==> src/hw/sdis_regs.svh <==
`ifndef SDIS_REGS_SVH
`define SDIS_REGS_SVH
// ----------------------------------------------------------------
// Register map, word index times four gives the byte address
// ----------------------------------------------------------------
`define SDIS_IDX_CLAMP    8'h0f
`define SDIS_IDX_OUTMODE  8'h10
`define SDIS_IDX_STATUS   8'h11
`define SDIS_IDX_OVERRIDE 8'h12
// ----------------------------------------------------------------
// Reset values
// ----------------------------------------------------------------
`define SDIS_RST_CLAMP    8'h10
`define SDIS_RST_OUTMODE  8'h34
`define SDIS_RST_OVERRIDE 8'h00
// ----------------------------------------------------------------
// Field positions
// ----------------------------------------------------------------
`define SDIS_B_EXT_CLAMP  5
`define SDIS_B_CLAMP_POL  4
`define SDIS_B_EXT_CLK    3
`define SDIS_B_OUTPUT_CLOCK_INVERT      7
`define SDIS_B_PIXSEL     6
`define SDIS_B_DRV_HI     5
`define SDIS_B_DRV_LO     4
`define SDIS_B_HIZ        3
`define SDIS_B_SDPOL      2
`define SDIS_B_IF_OVR     7
`define SDIS_B_IF_SEL     6
`define SDIS_B_HS_OVR     5
`define SDIS_B_HS_SEL     4
`define SDIS_B_VS_OVR     3
`define SDIS_B_VS_SEL     2
// ----------------------------------------------------------------
// Presence timeout in device clock cycles
// ----------------------------------------------------------------
`define SDIS_TIMEOUT_CYC  32'd100000
`endif

==> src/hw/sdis_pkg.sv <==
`default_nettype none
// ----------------------------------------------------------------
// Types
// ----------------------------------------------------------------
package sdis_pkg;
  // Output drive strength
  typedef enum logic [1:0] {SDIS_DRV_LOW, SDIS_DRV_MED, SDIS_DRV_HIGH} sdis_drive_t;
  // Bus slave state
  typedef enum logic {SDIS_IDLE, SDIS_ACK} sdis_bus_t;
endpackage
`default_nettype wire

==> src/hw/sdis_top.sv <==
`timescale 1ns/100ps
`default_nettype none
`include "sdis_regs.svh"
module sdis_top
  import sdis_pkg::*;
#(
  parameter int unsigned TIMEOUT_CYC = `SDIS_TIMEOUT_CYC
) (
  // Clock and reset
  input  wire logic        clock_in,
  input  wire logic        srst_in,
  // Wishbone slave
  input  wire logic        wb_cyc_in,
  input  wire logic        wb_stb_in,
  input  wire logic        wb_we_in,
  input  wire logic [7:0]  wb_adr_in,
  input  wire logic [31:0] wb_dat_in,
  input  wire logic [3:0]  wb_sel_in,
  output logic      [31:0] wb_dat_out,
  output logic             wb_ack_out,
  output logic             wb_err_out,
  // Activity inputs
  input  wire logic        ana_hsync_in,
  input  wire logic        sog_in,
  input  wire logic        ana_vsync_in,
  input  wire logic        dig_clk_in,
  input  wire logic        ext_clamp_in,
  input  wire logic        hsync_clamp_in,
  // Clamp and clock controls
  output logic             clamp_active_out,
  output logic [2:0]       clamp_midscale_out,
  output logic             external_clock_select_out,
  output logic             pll_enable_out,
  // Output formatting
  output logic             output_clock_invert_out,
  output logic             two_pixel_mode_out,
  output sdis_drive_t      drive_strength_out,
  output logic             output_enable_out,
  output logic             output_high_impedance_out,
  output logic             sync_detect_pin_out,
  // Selected sources
  output logic             active_interface_out,
  output logic             active_hsync_out,
  output logic             active_vsync_out
);

  // ----------------------------------------------------------------
  // Presence detection
  // ----------------------------------------------------------------
  logic [3:0]  act_in;                 // Activity inputs as a vector
  logic [3:0]  prev_r, prev_nxt;       // Last sampled levels
  logic [3:0]  pres_r, pres_nxt;       // Presence flags: hs, sog, vs, dclk
  logic [31:0] cnt_r [4];              // Idle counters
  logic [31:0] cnt_nxt [4];

  assign act_in = {ana_hsync_in, sog_in, ana_vsync_in, dig_clk_in};

  // Edge restarts the counter, timeout clears the flag
  always_comb begin
    prev_nxt = act_in;
    pres_nxt = pres_r;
    for (int i = 0; i < 4; i++) begin
      cnt_nxt[i] = cnt_r[i];
      if (act_in[i] != prev_r[i]) begin
        cnt_nxt[i]  = 32'h0;
        pres_nxt[i] = 1'b1;
      end else if (cnt_r[i] >= TIMEOUT_CYC - 1) begin
        pres_nxt[i] = 1'b0;
      end else begin
        cnt_nxt[i] = cnt_r[i] + 32'h1;
      end
    end
  end

  // Register presence state
  always_ff @(posedge clock_in) begin
    if (srst_in) begin
      prev_r <= act_in;  // Pin level, so an idle-high pin gives no false edge
      pres_r <= 4'h0;
      for (int i = 0; i < 4; i++) cnt_r[i] <= 32'h0;
    end else begin
      prev_r <= prev_nxt;
      pres_r <= pres_nxt;
      for (int i = 0; i < 4; i++) cnt_r[i] <= cnt_nxt[i];
    end
  end

  // Named views of the flags
  logic hs_det, sog_det, vs_det, dclk_det, ana_det;
  assign hs_det   = pres_r[3];
  assign sog_det  = pres_r[2];
  assign vs_det   = pres_r[1];
  assign dclk_det = pres_r[0];
  // Analog side counts as live on a line sync only: Hsync pin or sync-on-green
  assign ana_det  = hs_det | sog_det;

  // ----------------------------------------------------------------
  // Control registers
  // ----------------------------------------------------------------
  logic [7:0] clamp_r, clamp_nxt;      // Clamp and clock source
  logic [7:0] outm_r, outm_nxt;        // Output mode
  logic [7:0] ovr_r, ovr_nxt;          // Source override
  sdis_bus_t  bus_r, bus_nxt;          // Bus state
  logic [31:0] rdat_r, rdat_nxt;       // Read data
  logic       err_r, err_nxt;          // Error answer
  logic [5:0] idx;                     // Word index
  logic       req;                     // New request
  logic       hit;                     // Mapped address
  logic [7:0] status;                  // Status byte

  assign idx = wb_adr_in[7:2];
  assign req = wb_cyc_in & wb_stb_in & (bus_r == SDIS_IDLE);
  assign hit = (idx == 6'(`SDIS_IDX_CLAMP)) | (idx == 6'(`SDIS_IDX_OUTMODE)) |
               (idx == 6'(`SDIS_IDX_STATUS)) | (idx == 6'(`SDIS_IDX_OVERRIDE));

  // ----------------------------------------------------------------
  // Source selection
  // ----------------------------------------------------------------
  logic ai_r, ai_nxt;                  // Active interface status
  logic ahs_r, ahs_nxt;                // Active Hsync status
  logic avs_r, avs_nxt;                // Active Vsync status

  // Automatic choice: lone source wins, both lets select apply (Vsync pin wins over sync-on-green), none holds
  always_comb begin
    ai_nxt  = ai_r;
    ahs_nxt = ahs_r;
    avs_nxt = avs_r;
    if (ovr_r[`SDIS_B_IF_OVR]) begin
      ai_nxt = ovr_r[`SDIS_B_IF_SEL];
    end else if (ana_det && dclk_det) begin
      ai_nxt = ovr_r[`SDIS_B_IF_SEL];
    end else if (dclk_det) begin
      ai_nxt = 1'b1;
    end else if (ana_det) begin
      ai_nxt = 1'b0;
    end
    if (ovr_r[`SDIS_B_HS_OVR]) begin
      ahs_nxt = ovr_r[`SDIS_B_HS_SEL];
    end else if (hs_det && sog_det) begin
      ahs_nxt = ovr_r[`SDIS_B_HS_SEL];
    end else if (sog_det) begin
      ahs_nxt = 1'b1;
    end else if (hs_det) begin
      ahs_nxt = 1'b0;
    end
    if (ovr_r[`SDIS_B_VS_OVR]) begin
      avs_nxt = ovr_r[`SDIS_B_VS_SEL];
    end else if (vs_det) begin
      avs_nxt = 1'b0;
    end else if (sog_det) begin
      avs_nxt = 1'b1;
    end
  end

  // Status byte, bit 0 reads zero
  assign status = {pres_r, ai_r, ahs_r, avs_r, 1'b0};

  // ----------------------------------------------------------------
  // Wishbone slave
  // ----------------------------------------------------------------
  // One wait free cycle: ack one edge after the request, then idle
  always_comb begin
    clamp_nxt = clamp_r;
    outm_nxt  = outm_r;
    ovr_nxt   = ovr_r;
    bus_nxt   = SDIS_IDLE;
    rdat_nxt  = rdat_r;
    err_nxt   = 1'b0;
    if (req) begin
      bus_nxt = SDIS_ACK;
      err_nxt = ~hit;
      if (wb_we_in && wb_sel_in[0]) begin
        if (idx == 6'(`SDIS_IDX_CLAMP))    clamp_nxt = wb_dat_in[7:0];
        if (idx == 6'(`SDIS_IDX_OUTMODE))  outm_nxt  = {wb_dat_in[7:2], 2'b00};
        if (idx == 6'(`SDIS_IDX_OVERRIDE)) ovr_nxt   = wb_dat_in[7:0];
      end
      unique case (idx)
        6'(`SDIS_IDX_CLAMP):    rdat_nxt = {24'h0, clamp_r};
        6'(`SDIS_IDX_OUTMODE):  rdat_nxt = {24'h0, outm_r};
        6'(`SDIS_IDX_STATUS):   rdat_nxt = {24'h0, status};
        6'(`SDIS_IDX_OVERRIDE): rdat_nxt = {24'h0, ovr_r};
        default:                rdat_nxt = 32'h0;
      endcase
    end
  end

  // Register bus, control and selection state
  always_ff @(posedge clock_in) begin
    if (srst_in) begin
      clamp_r <= `SDIS_RST_CLAMP;
      outm_r  <= `SDIS_RST_OUTMODE;
      ovr_r   <= `SDIS_RST_OVERRIDE;
      bus_r   <= SDIS_IDLE;
      rdat_r  <= 32'h0;
      err_r   <= 1'b0;
      ai_r    <= 1'b0;
      ahs_r   <= 1'b0;
      avs_r   <= 1'b0;
    end else begin
      clamp_r <= clamp_nxt;
      outm_r  <= outm_nxt;
      ovr_r   <= ovr_nxt;
      bus_r   <= bus_nxt;
      rdat_r  <= rdat_nxt;
      err_r   <= err_nxt;
      ai_r    <= ai_nxt;
      ahs_r   <= ahs_nxt;
      avs_r   <= avs_nxt;
    end
  end

  assign wb_ack_out = (bus_r == SDIS_ACK) & ~err_r;
  assign wb_err_out = (bus_r == SDIS_ACK) & err_r;
  assign wb_dat_out = rdat_r;

  // ----------------------------------------------------------------
  // Control outputs
  // ----------------------------------------------------------------
  logic clamp_act;                     // Clamp level in effect
  always_comb begin
    if (clamp_r[`SDIS_B_EXT_CLAMP]) begin
      clamp_act = clamp_r[`SDIS_B_CLAMP_POL] ? ext_clamp_in : ~ext_clamp_in;
    end else begin
      clamp_act = hsync_clamp_in;
    end
  end
  assign clamp_active_out          = clamp_act;
  assign clamp_midscale_out        = clamp_r[2:0];
  assign external_clock_select_out = clamp_r[`SDIS_B_EXT_CLK];
  assign pll_enable_out            = ~clamp_r[`SDIS_B_EXT_CLK];
  assign output_clock_invert_out   = outm_r[`SDIS_B_OUTPUT_CLOCK_INVERT] & ai_r;
  assign two_pixel_mode_out        = outm_r[`SDIS_B_PIXSEL] & ai_r;
  assign drive_strength_out        = outm_r[`SDIS_B_DRV_HI] ? SDIS_DRV_HIGH :
                                     (outm_r[`SDIS_B_DRV_LO] ? SDIS_DRV_MED : SDIS_DRV_LOW);
  assign output_high_impedance_out = outm_r[`SDIS_B_HIZ];
  assign output_enable_out         = ~outm_r[`SDIS_B_HIZ];
  assign sync_detect_pin_out       = outm_r[`SDIS_B_SDPOL] ? (ai_r ? dclk_det : ana_det) :
                                     ~(ai_r ? dclk_det : ana_det);
  assign active_interface_out      = ai_r;
  assign active_hsync_out          = ahs_r;
  assign active_vsync_out          = avs_r;

  // ----------------------------------------------------------------
  // Checks
  // ----------------------------------------------------------------
  // Source selection: overrides, shared selects, lone sources
  a_iface_override: assert property (@(posedge clock_in) disable iff (srst_in)
    ovr_r[`SDIS_B_IF_OVR] |=> ai_r == $past(ovr_r[`SDIS_B_IF_SEL]))
    else $error("interface override ignored");
  a_hs_override: assert property (@(posedge clock_in) disable iff (srst_in)
    ovr_r[`SDIS_B_HS_OVR] |=> ahs_r == $past(ovr_r[`SDIS_B_HS_SEL]))
    else $error("hsync override ignored");
  a_vs_override: assert property (@(posedge clock_in) disable iff (srst_in)
    ovr_r[`SDIS_B_VS_OVR] |=> avs_r == $past(ovr_r[`SDIS_B_VS_SEL]))
    else $error("vsync override ignored");
  a_lone_digital: assert property (@(posedge clock_in) disable iff (srst_in)
    (!ovr_r[`SDIS_B_IF_OVR] && dclk_det && !ana_det) |=> ai_r)
    else $error("lone digital not chosen");
  a_lone_analog: assert property (@(posedge clock_in) disable iff (srst_in)
    (!ovr_r[`SDIS_B_IF_OVR] && ana_det && !dclk_det) |=> !ai_r)
    else $error("lone analog not chosen");
  a_iface_hold: assert property (@(posedge clock_in) disable iff (srst_in)
    (!ovr_r[`SDIS_B_IF_OVR] && !ana_det && !dclk_det) |=> ai_r == $past(ai_r))
    else $error("interface not held");
  a_both_iface: assert property (@(posedge clock_in) disable iff (srst_in)
    (ana_det && dclk_det) |=> ai_r == $past(ovr_r[`SDIS_B_IF_SEL]))
    else $error("interface select not applied");
  a_both_hsync: assert property (@(posedge clock_in) disable iff (srst_in)
    (!ovr_r[`SDIS_B_HS_OVR] && hs_det && sog_det) |=> ahs_r == $past(ovr_r[`SDIS_B_HS_SEL]))
    else $error("hsync select not applied");
  a_hs_lone_sog: assert property (@(posedge clock_in) disable iff (srst_in)
    (!ovr_r[`SDIS_B_HS_OVR] && sog_det && !hs_det) |=> ahs_r)
    else $error("lone green hsync not chosen");
  a_hs_lone_pin: assert property (@(posedge clock_in) disable iff (srst_in)
    (!ovr_r[`SDIS_B_HS_OVR] && hs_det && !sog_det) |=> !ahs_r)
    else $error("lone pin hsync not chosen");
  a_vs_pin_first: assert property (@(posedge clock_in) disable iff (srst_in)
    (!ovr_r[`SDIS_B_VS_OVR] && vs_det) |=> !avs_r)
    else $error("vsync pin not preferred");
  a_vs_lone_sog: assert property (@(posedge clock_in) disable iff (srst_in)
    (!ovr_r[`SDIS_B_VS_OVR] && !vs_det && sog_det) |=> avs_r)
    else $error("lone green vsync not chosen");

  // Presence flags and status
  a_presence_set: assert property (@(posedge clock_in) disable iff (srst_in)
    (act_in[0] != prev_r[0]) |=> dclk_det)
    else $error("clock presence not set");
  a_hs_detect: assert property (@(posedge clock_in) disable iff (srst_in)
    (act_in[3] != prev_r[3]) |=> hs_det)
    else $error("hsync presence not set");
  a_presence_clear: assert property (@(posedge clock_in) disable iff (srst_in)
    (act_in[3] == prev_r[3] && cnt_r[3] >= TIMEOUT_CYC - 1) |=> !hs_det)
    else $error("hsync presence not cleared");
  a_status_byte: assert property (@(posedge clock_in) disable iff (srst_in)
    (req && !wb_we_in && idx == 6'(`SDIS_IDX_STATUS)) |=> wb_dat_out[7:1] == $past(status[7:1]))
    else $error("status read wrong");

  // Output formatting and clamp
  a_hiz_out: assert property (@(posedge clock_in) disable iff (srst_in)
    output_high_impedance_out != output_enable_out)
    else $error("hiz and enable disagree");
  a_drive_code: assert property (@(posedge clock_in) disable iff (srst_in)
    (outm_r[5:4] == 2'b01) |-> drive_strength_out == SDIS_DRV_MED)
    else $error("drive code wrong");
  a_output_clock_invert_analog: assert property (@(posedge clock_in) disable iff (srst_in)
    !active_interface_out |-> !output_clock_invert_out)
    else $error("clock invert on analog");
  a_pixel_analog: assert property (@(posedge clock_in) disable iff (srst_in)
    !active_interface_out |-> !two_pixel_mode_out)
    else $error("two pixel mode on analog");
  a_clamp_external: assert property (@(posedge clock_in) disable iff (srst_in)
    (clamp_r[`SDIS_B_EXT_CLAMP] && clamp_r[`SDIS_B_CLAMP_POL]) |-> clamp_active_out == ext_clamp_in)
    else $error("external clamp polarity wrong");

  // Register bus answers
  a_ack_pulse: assert property (@(posedge clock_in) disable iff (srst_in)
    wb_ack_out |=> !wb_ack_out)
    else $error("ack held too long");
  a_err_pulse: assert property (@(posedge clock_in) disable iff (srst_in)
    wb_err_out |=> !wb_err_out)
    else $error("err held too long");
  a_bus_answer: assert property (@(posedge clock_in) disable iff (srst_in)
    req |=> (wb_ack_out || wb_err_out))
    else $error("request not answered");

endmodule
`default_nettype wire

==> config.mk <==
export PLATFORM = sky130hd
export DESIGN_NAME = sdis_top
export DESIGN_NICKNAME = d
export VERILOG_FILES = /design/src/hw/sdis_pkg.sv /design/src/hw/sdis_top.sv
export VERILOG_INCLUDE_DIRS = /design/src /design/src/hw
export SDC_FILE = /design/constraint.sdc
export NUM_CORES = 1
export LEC_CHECK = 0
export BUFFER_PORTS_ARGS = -buffer_cell sky130_fd_sc_hd__buf_4
export CAP_MARGIN = 25
export CORE_MARGIN = 2
export CORE_UTILIZATION = 50
export DETAILED_ROUTE_END_ITERATION = 6
export HOLD_SLACK_MARGIN = 0.1
export PLACE_DENSITY = 0.81
export SLEW_MARGIN = 20
export SYNTH_ARGS = -nofsm -noshare
export SYNTH_HDL_FRONTEND = slang
export SYNTH_SLANG_ARGS = --single-unit
==> constraint.sdc <==
create_clock -name clock_in -period 2.4 [get_ports clock_in]
set_input_delay 0.24 -clock clock_in [delete_from_list [all_inputs] [get_ports clock_in]]
set_output_delay 0.24 -clock clock_in [all_outputs]
set_load 0.02 [all_outputs]
# [Word level (Yosys, flattened, before mapping)]
# Memories as Yosys holds them, arrays and structs flattened.
# Cells that the tools add are included.
[totals] wordCells=109 input_bits=55 output_inout_bits=50 mem_count=1 ram_bits=128 ff_bits=67
[op_classes] bitwise=22 n_addsub=4 muxes=42 n_reduce_logical=14 n_lt_le_gt_ge=4 eq_ne=8
[mem_list] memory="cnt_r" words=4 word_bits=32 read_ports=4 rd_clocked_by_memory_dff=0 wr=4 line_no="sdis_top.sv:53" source="logic [31:0] cnt_r [4];"
[ops] cell="$mux W32" n=12
[ops] cell="$add A32 B1 Y32 const B" n=4
[ops] cell="$ge A32 B17 Y1 const B" n=4
[ops] cell="$pmux W8 S4" n=1
[ops] cell="$mux W1" n=28
[ops] cell="$eq A6 B5 Y1 const B" n=3
[ops] cell="$reduce_and A3 Y1" n=3
[ops] cell="$not A1 Y1" n=8
[ops] cell="$or A1 B1 Y1" n=8
[ops] cell="$reduce_bool A2 Y1" n=4
[ops] cell="$reduce_bool A4 Y1" n=2
[ops] cell="$and A1 B1 Y1" n=6
[ops] cell="$eq A6 B4 Y1 const B" n=1
[ops] cell="$ne A1 B1 Y1" n=4
[ops] cell="$logic_and A1 B1 Y1" n=3
[ops] cell="$reduce_bool A3 Y1" n=1
[ops] cell="$mux W2" n=1
[ops] cell="$reduce_or A2 Y1" n=1

# [Logic depth before layout (Yosys ltp)]
# Gate-level depths: netlist (run 1).
[depth] depth_word=5 ltp_mapped=9 ltp_nobuf=7

# [Worst setup path before layout (run 1)]
# Ideal clock, no wire load.
[synth_timing] path_type="register -> register" startpoint="memory cnt_r[1][0]" endpoint="memory cnt_r[1][9]" arrival_time_ns=1.963 stages_incl_launch_ff=10 synth_period_minus_slack_ns=2.087 setup_time_ns=0.124 path_buffers=2 required_ns=2.276 setup_slack_ns=0.313 path_cell_list="dfxtp_1 ha_1 and2_4 buf_6 a311o_2 a211oi_4 buf_6 nand3_1 xor2_1 nor2_1"
[synth_lines] item="from (decl)" line_no="sdis_top.sv:53"

==> results of run 1 <==
layout make-up:
cell class	count	share of cell area, %
repair buffers	77	7.727
clock buffers	17	5.297
well taps	176	2.742
clock inverters	15	1.760
inverters	12	0.5608
multi-input cells	537	39.29
flip-flops and latches	171	42.62
how the worst max path moves through the flow:
stage / end / from / slack [ps]
after floorplan: cnt_r[1][9]$_SDFFE_PP0N_ / cnt_r[1][0]$_SDFFE_PP0N_ / 310
after global placement: cnt_r[3][13]$_SDFFE_PP0N_ / cnt_r[3][0]$_SDFFE_PP0N_ / 190
after CTS: cnt_r[3][4]$_SDFFE_PP0N_ / cnt_r[3][0]$_SDFFE_PP0N_ / 60
after global routing: cnt_r[0][10]$_SDFFE_PP0N_ / cnt_r[0][24]$_SDFFE_PP0N_ / 110
final: cnt_r[0][10]$_SDFFE_PP0N_ / cnt_r[0][24]$_SDFFE_PP0N_ / 310
after detailed placement: cnt_r[3][15]$_SDFFE_PP0N_ / cnt_r[3][0]$_SDFFE_PP0N_ / 110
logic make-up after synthesis:
kind of cell               after synthesis
adders and majority gates                4
DFF                                    171
AOI/OAI and AO/OA                       68
buffers and inverters                   68
xor gates and xnor gates                60
muxes                                   13
and+or+nand+nor                        368
other                                    1
worst reg2reg max path, cell delays in order, from the launching register on:
cell and delay (ps):
sky130_fd_sc_hd__dfxtp_1 310, sky130_fd_sc_hd__nor4_1 320, sky130_fd_sc_hd__nand4_1 210, sky130_fd_sc_hd__nor2_1 180, sky130_fd_sc_hd__nand3_1 350, sky130_fd_sc_hd__or4_1 590, sky130_fd_sc_hd__nand2_1 70
power breakdown:
group / internal (µW) / leakage [µW] / switching, µW
registers: 2860 / 0.00138 / 28.5
clock network: 1450 / 0.000276 / 1160
logic: 95.9 / 0.00149 / 162
flip-flops by register name (all words and copies together) (netlist names), 4 cells and up:
signal,cells
pres_r,4
clamp_r,8
cnt_r,128
wb_dat_out,8
ovr_r,8
outm_r,6
prev_r,4
placed cells by master (no fill, tap or decap), types with 4 or more instances in the layout:
cell                            synthesis  layout
sky130_fd_sc_hd__clkbuf_16              0      17
sky130_fd_sc_hd__nor4_1                18      18
sky130_fd_sc_hd__nor2_1                95      95
sky130_fd_sc_hd__a22o_1                 6       6
sky130_fd_sc_hd__and2_1                68      68
sky130_fd_sc_hd__inv_6                  0       4
sky130_fd_sc_hd__or2_2                  4       4
sky130_fd_sc_hd__nor3_1                15      15
sky130_fd_sc_hd__nand4_1               32      32
sky130_fd_sc_hd__o21ai_0               14      14
sky130_fd_sc_hd__nor2b_1                4       4
sky130_fd_sc_hd__xnor2_1               11      11
sky130_fd_sc_hd__nand3b_1               4       4
sky130_fd_sc_hd__dlygate4sd3_1          0      12
sky130_fd_sc_hd__a21oi_1               25      25
sky130_fd_sc_hd__a221oi_1               7       7
sky130_fd_sc_hd__dfxtp_1              171     171
sky130_fd_sc_hd__and3_1                10      10
sky130_fd_sc_hd__clkinv_4               0       4
sky130_fd_sc_hd__buf_4                 29      64
sky130_fd_sc_hd__conb_1                 1      24
sky130_fd_sc_hd__ha_1                   4       4
sky130_fd_sc_hd__nand3_1               38      38
sky130_fd_sc_hd__inv_1                 12      12
sky130_fd_sc_hd__xor2_1                49      49
sky130_fd_sc_hd__or3_1                  4       4
sky130_fd_sc_hd__mux2i_1               12      12
sky130_fd_sc_hd__nand2_1               59      59
timing repair:
| item | CTS | global route |
|---|---|---|
| hold buffers | 12 | 0 |
| hold endpoints to repair | 23 | 0 |
| setup endpoints to repair | 0 | 12 |
| buffers inserted | 0 | 1 |
through the flow:
| stage | total power [µW] | setup slack, ps | cells | utilization, % |
|---|---|---|---|---|
| final | 5759 | 312.7 | 1005 | 60.17 |
| after global routing | 5945 | 113.1 | 1005 | 60.17 |
| after CTS | 5811 | 55.06 | 1004 | 60.02 |
| after detailed placement | 3196 | 114.1 | 960 | 54.87 |
| after global placement | 3193 | 194.9 | 960 | 54.87 |
| after floorplan | 3134 | 313.3 | 776 | - |
routing by layer:
layer  track usage [%]  up-vias  routed length (µm)
li1                  -     2652                   -
met1             24.79     2445                6249
met2             30.93      150                6306
met3             4.793       29                 668
met4             8.621        0                 334
met5                 0        -                   0
==> results by group, run 1 <==
Status
  • Status: finished clean

Final layout
  • Multi-input gate area: approximately 0.0032 mm²
  • Final net count: roughly 900
  • Synthesis-to-finish area growth: 16.69%
  • Fillers: about 1,100
  • Area occupied by registers: around 0.0034 mm²
  • Final std cell area, no fill: ~0.008 mm²
  • Ant diodes: 0
  • Fraction of final layout cells sized beyond drive strength 1: a little over an eighth

Timing
  • Final setup violation count: 0
  • Max-slew violation count: 0
  • Final worst clock skew: roughly 6.5 ps
  • Total count of hold-check failures in the final report: 0
  • Timing-limited maximum frequency: between 400 and 500 MHz
  • Worst slew margin: 55.43%
  • Setup TNS: 0 ps
  • Post-route clock period utilization: ~87%
  • Hold WS: ~120 ps
  • Minimum clock period after layout: approximately 2100 ps
  • Setup repair after global routing missed its margin: no
  • Slew of the pin with the lowest slew margin: 667.2 ps

Clock tree
  • Number of clock sinks seen by CTS: 171
  • Largest buffer count on any clock path: 2
  • CTS H-tree lvls: 4
  • TritonCTS clock tree: yes
  • Clock tree root driver cell: sky130_fd_sc_hd__clkbuf_16
  • Count of instances resized after the clock tree is built: 0
  • TritonCTS Buffers: 17
  • Clock-pin transition on the worst setup and hold timing paths: ~70 ps
  • Clock latency reported for the late side of the worst-skew pair: around 430 ps

Placement
  • Total cell area at the placement stage: between 0.007 and 0.008 mm²
  • Global placement routability congestion: approximately 0.8
  • Port bufs: approximately 50
  • Final HPWL DP: a little under 9 mm

Global routing
  • Via count of the first global-routing pass: around 5,000
  • Total overflow reported by the global router: 0
  • Initial antenna violation count: 0
  • Total global routing track utilization: 19.36%
  • First-pass GRT wire length: 22.58 mm
  • Pin count of the biggest net entering global routing: 42

Synth
  • Share of Yosys cell area claimed by the top area cell type: a little under 50%
  • Xor/xnor share of the synthesized area: 7.635%
  • Predominant post-synthesis flop cell: sky130_fd_sc_hd__dfxtp_1
  • Ranking of synthesized cells by instance count: 171 x sky130_fd_sc_hd__dfxtp_1, 95 x sky130_fd_sc_hd__nor2_1, 68 x sky130_fd_sc_hd__and2_1
  • Simple-gate share of the synthesized area: between 20% and 30%
  • Post-synthesis mux area share: under 10%
  • Main combinational cell family by area after synthesis: simple AND/OR/NAND/NOR gates
  • Cell with the most instances after synthesis: sky130_fd_sc_hd__dfxtp_1
  • Count of flip-flops with a built-in enable after synthesis: 0
  • Syn. warnings: 0
  • Share of synthesized registers carrying an async set or reset: 0%
  • Cell types with the largest area share after synthesis: sky130_fd_sc_hd__dfxtp_1 50%, sky130_fd_sc_hd__xor2_1 6.2%, sky130_fd_sc_hd__and2_1 6.2%
  • Area of the mapped netlist: between 0.006 and 0.007 mm²
  • Share of the yosys chip area belonging to registers: between 40% and 50%
  • Compound-Gate Fraction of Synth Area: about 6.4%
  • Post-synthesis area per instance: around 9.1 µm²
  • Flops & latches, synth: 171
  • Cell type contributing the most total cell area after synthesis: sky130_fd_sc_hd__dfxtp_1
  • Number of different library cells in the post-synthesis netlist: 52
  • Adder and majority cell fraction of the synthesized area: less than 1%
  • Mapped Cells: approximately 750

Setup path
  • Kind of critical path: register to register
  • Worst R2R Path Depth: 6
  • Startpoint of the worst register-to-register path: cnt_r[0][24]$_SDFFE_PP0N_
  • Critical path's top delay family: simple AND/OR/NAND/NOR gates
  • Arrival @ worst endpoint: approximately 2500 ps
  • CP max stage cell: sky130_fd_sc_hd__or4_1
  • Critical path depth: 6
  • Ordered cell list for the critical path: nor4_1, nand4_1, nor2_1, nand3_1, or4_1, nand2_1
  • Worst R2R End: cnt_r[0][10]$_SDFFE_PP0N_
  • Category of the worst setup path launch point: register
  • Peak per-stage delay on the critical path: between 500 and 600 ps
  • Req. time, crit path: roughly 2800 ps
  • Crit path buffers/inverters: 0
  • Maximum fanout along the worst path: 12
  • Endpoint kind of the worst setup timing path: register
  • Flop2flop setup slack: about 310 ps

Floorplan
  • Overall die height: around 120 µm
  • Area of the core: 0.01335 mm²
  • Area of the die: roughly 0.015 mm²
  • Die width: 121.3 µm
  • Starting utilization of the core area: between 50% and 60%
  • Number of top-level pins: around 110
  • Count of standard-cell rows: 42

Power and ir drop
  • Power per cell area: around 720 mW/mm²
  • Standby leakage power: 0.003145 µW
  • Peak VDD IR: around 0.51 mV

Min path
  • WHS Path Cells: 3
  • Min-Delay Endpoint: err_r$_SDFF_PP0_
  • Hold WC Path Type: input pin to register
  • Critical hold path startpoint: wb_adr_in[7]

Route
  • Detail-routed via count per cell: ~5.2
  • Vias after detailed routing: 5,276
  • Average detailed-routed wire length per instance: 13.49 µm
  • Post-Route WL: between 10 and 15 mm
  • Pre-Repair DR Iteration Count: 5
  • Number of routed nets with antenna violations: 0
  • DR iter-0 viols: roughly 370
  • Post-detailed-route DRC marker count: 0

Flow run
  • Total of max-cap violations: 0
(Power assumes the default switching activity.)
==> run 2: changes to the inputs <==
==> constraint.sdc (replaced) <==
create_clock -name clock_in -period 2.13 [get_ports clock_in]
set_input_delay 0.213 -clock clock_in [delete_from_list [all_inputs] [get_ports clock_in]]
set_output_delay 0.213 -clock clock_in [all_outputs]
set_load 0.02 [all_outputs]
==> run 2 against run 1 <==
Final area up 1.8%; global-route usage up 0.58 points; sequential share of layout area down 0.76 points; combinational power up 19%; sequential power up 13%; power up 12%; register-to-register slack worse by 230 ps; routed wire length up 2.6%; critical path depth up 2; hold slack better by 34 ps; clock skew about the same; clock-buffer cell count up 1; critical path type unchanged; highest routed layer unchanged.
==> results by group, run 2 (synthesis results as in run 1) <==
Power and ir drop
  • Switching power share of the total: 23.05% (-0.46 points)
  • Combinational Power Share: 4.7% (+0.2 points)
  • Power per cell area: 792.1 mW/mm² (+10%)
  • Internal Dissipation: 4985 µW (+13%)
  • Peak VDD IR: 0.5628 mV (+10%)
  • Proportion of power drawn by the clock network: 45.0% (-0.3 points)
  • Standby leakage power: 0.003230 µW (+2.7%)
  • Sequential group share of total power: 50.3% (about the same)
  • Net switching power: 1493 µW (+10%)

Setup path
  • Arrival @ worst endpoint: 2330 ps (-140 ps)
  • Worst R2R Path Depth: 8 (+2)
  • Worst R2R End: cnt_r[1][14]$_SDFFE_PP0N_
  • Worst setup path startpoint: cnt_r[1][0]$_SDFFE_PP0N_
  • Crit path buffers/inverters: 1 (+1)
  • End of the critical path: cnt_r[1][14]$_SDFFE_PP0N_
  • Endpoint kind of the worst setup timing path: register
  • Ordered cell list for the critical path: ha_1, and2_4, a311o_2, a211oi_4, buf_4, nand4_1, xor2_1, nor2_1
  • Maximum fanout along the worst path: 11 (-1)
  • Startpoint of the worst register-to-register path: cnt_r[1][0]$_SDFFE_PP0N_
  • Req. time, crit path: 2420 ps (-360 ps)
  • Peak per-stage delay on the critical path: 410 ps (-180 ps)
  • Flop2flop setup slack: 90 ps (-230 ps)
  • CP max stage cell: sky130_fd_sc_hd__a311o_2
  • Kind of critical path: register to register
  • Category of the worst setup path launch point: register
  • Critical path's top delay family: compound AO/OA/AOI/OAI gates
  • Critical path depth: 8 (+2)

Floorplan
  • Area of the die: 0.01472 mm² (unchanged)
  • Area of the core: 0.01335 mm² (unchanged)
  • Number of top-level pins: 105 (unchanged)
  • Count of standard-cell rows: 42 (unchanged)
  • Die width: 121.3 µm (unchanged)
  • Overall die height: 121.3 µm (unchanged)
  • Starting utilization of the core area: 51.57% (unchanged)

Placement
  • Final HPWL DP: 9.152 mm (+3.2%)
  • Global placement routability congestion: 0.7874 (-0.72%)
  • Port bufs: 51 (unchanged)
  • Pre-CTS setup slack: -51.01 ps (-165.1 ps)

Timing
  • Hold WS: 149.8 ps (+33.82 ps)
  • Minimum clock period after layout: 2043 ps (-44.14 ps)
  • Max-slew violation count: 0 (unchanged)
  • Final worst clock skew: 6.820 ps (+0.3347 ps)
  • Post-route clock period utilization: 95.92% (+9.0 points)
  • Final setup margin: 86.81 ps (-225.9 ps)
  • Slew of the pin with the lowest slew margin: 691.5 ps (+24.28 ps)
  • Setup TNS: 0 ps (unchanged)
  • Total count of hold-check failures in the final report: 0 (unchanged)
  • Timing-limited maximum frequency: 489.4 MHz (+2.2%)
  • Worst slew margin: 53.73% (-1.7 points)
  • Final setup violation count: 0 (unchanged)
  • Setup repair after global routing missed its margin: yes

Final layout
  • Commonest non-fill, non-tap cell in the layout: sky130_fd_sc_hd__dfxtp_1
  • Max FFs per register: 128 (unchanged)
  • Multi-input gate area: 0.003186 mm² (+0.95%)
  • Ant diodes: 0 (unchanged)
  • Synthesis-to-finish area growth: 18.81%
  • Area occupied by registers: 0.003423 mm² (unchanged)
  • Fraction of final layout cells sized beyond drive strength 1: 15.50% (+2.0 points)
  • Commonest cells after routing, fill and taps aside: 171 x sky130_fd_sc_hd__dfxtp_1, 94 x sky130_fd_sc_hd__nor2_1, 81 x sky130_fd_sc_hd__buf_4
  • Final net count: 892 (+1.9%)
  • Fillers: 1,069 (-2.3%)
  • Final core area utilization: 61.27% (+1.1 points)
  • Register ranked first by flip-flop count: cnt_r

Clock tree
  • Clock latency reported for the late side of the worst-skew pair: 430 ps (about the same)
  • Clock-pin transition on the worst setup and hold timing paths: 70 ps (about the same)
  • Number of clock sinks seen by CTS: 171 (unchanged)
  • Clock tree root driver cell: sky130_fd_sc_hd__clkbuf_16
  • Largest buffer count on any clock path: 2 (unchanged)
  • TritonCTS Buffers: 17 (unchanged)
  • CTS H-tree lvls: 4 (unchanged)
  • TritonCTS clock tree: yes

Route
  • Detail-routed via count per cell: 5.189 (-1.2%)
  • Post-detailed-route DRC marker count: 0 (unchanged)
  • Vias after detailed routing: 5,298 (+0.42%)
  • Average detailed-routed wire length per instance: 13.63 µm (+1.0%)
  • Pre-Repair DR Iteration Count: 5 (unchanged)
  • DR iter-0 viols: 433 (+17%)
  • Number of routed nets with antenna violations: 0 (unchanged)
  • Post-Route WL: 13.92 mm (+2.6%)

Min path
  • Hold WC Path Type: input pin to register

Status
  • Status: finished clean

Global routing
  • Total global routing track utilization: 19.94% (+0.58 points)
  • Initial antenna violation count: 0 (unchanged)
  • First-pass GRT wire length: 23.32 mm (+3.2%)
  • Total overflow reported by the global router: 0 (unchanged)
  • Pin count of the biggest net entering global routing: 26 (-38%)
  • Via count of the first global-routing pass: 4,856 (-0.80%)

Flow run
  • Total of max-cap violations: 0 (unchanged)
run 2: worst min path at each step:
stage / startpoint / end / cells after the start
after CTS: srst_in / ovr_r[6]$_SDFFE_PP0P_ / 2
final: srst_in / ovr_r[6]$_SDFFE_PP0P_ / 2
after global placement: ana_hsync_in / prev_r[3]$_DFF_P_ / 1
after floorplan: dig_clk_in / prev_r[0]$_DFF_P_ / 0
after global routing: srst_in / ovr_r[6]$_SDFFE_PP0P_ / 2
after detailed placement: sog_in / prev_r[2]$_DFF_P_ / 1
run 2: timing repair:
item                                   4_1_cts  5_1_grt
hold buffers                                12        0
setup endpoints to repair                   20       14
pin swaps                                    1        0
resized for setup                            2        3
buffers inserted                             2        0
endpoints found under the hold margin       26        0
run 2: final cells by class:
class	count	share of cell area (%)
flip-flops and latches	171	41.86
repair buffers	94	9.149
clock inverters	13	1.423
clock buffers	18	5.370
inverters	12	0.5508
well taps	176	2.693
multi-input cells	537	38.95
run 2: power by group through the flow:
stage | sequential (µW) | combinational [µW] | clock (µW)
finish | 3260 | 307 | 2910
detailed placement | 3330 | 285 | 0
global route | 3260 | 339 | 3130
floorplan | 3330 | 205 | 0
CTS | 3260 | 305 | 2970
global placement | 3330 | 282 | 0
run 2: layer usage:
metal / track usage (%) / share of wire, % / wire length, µm / up-vias
li1: - / - / - / 2692
met1: 27.04 / 48 / 6674 / 2459
met2: 30.58 / 46 / 6379 / 131
met3: 5.310 / 4.9 / 675 / 16
met4: 7.184 / 1.4 / 188 / 0
met5: 0 / 0 / 0 / -
run 2: worst reg2reg max path: stages (launching register included):
cell and delay, ps:
sky130_fd_sc_hd__dfxtp_1 330, sky130_fd_sc_hd__ha_1 220, sky130_fd_sc_hd__and2_4 190, sky130_fd_sc_hd__a311o_2 410, sky130_fd_sc_hd__a211oi_4 220, sky130_fd_sc_hd__buf_4 220
sky130_fd_sc_hd__nand4_1 120, sky130_fd_sc_hd__xor2_1 150, sky130_fd_sc_hd__nor2_1 50
run 2: per-stage QoR:
step / instance area [µm²] / cells / power (µW)
final: 8178 / 1021 / 6477
after global routing: 8178 / 1021 / 6725
after CTS: 8162 / 1021 / 6527
after detailed placement: 7457 / 976 / 3612
after global placement: 7450 / 975 / 3608
after floorplan: 6969 / 776 / 3532
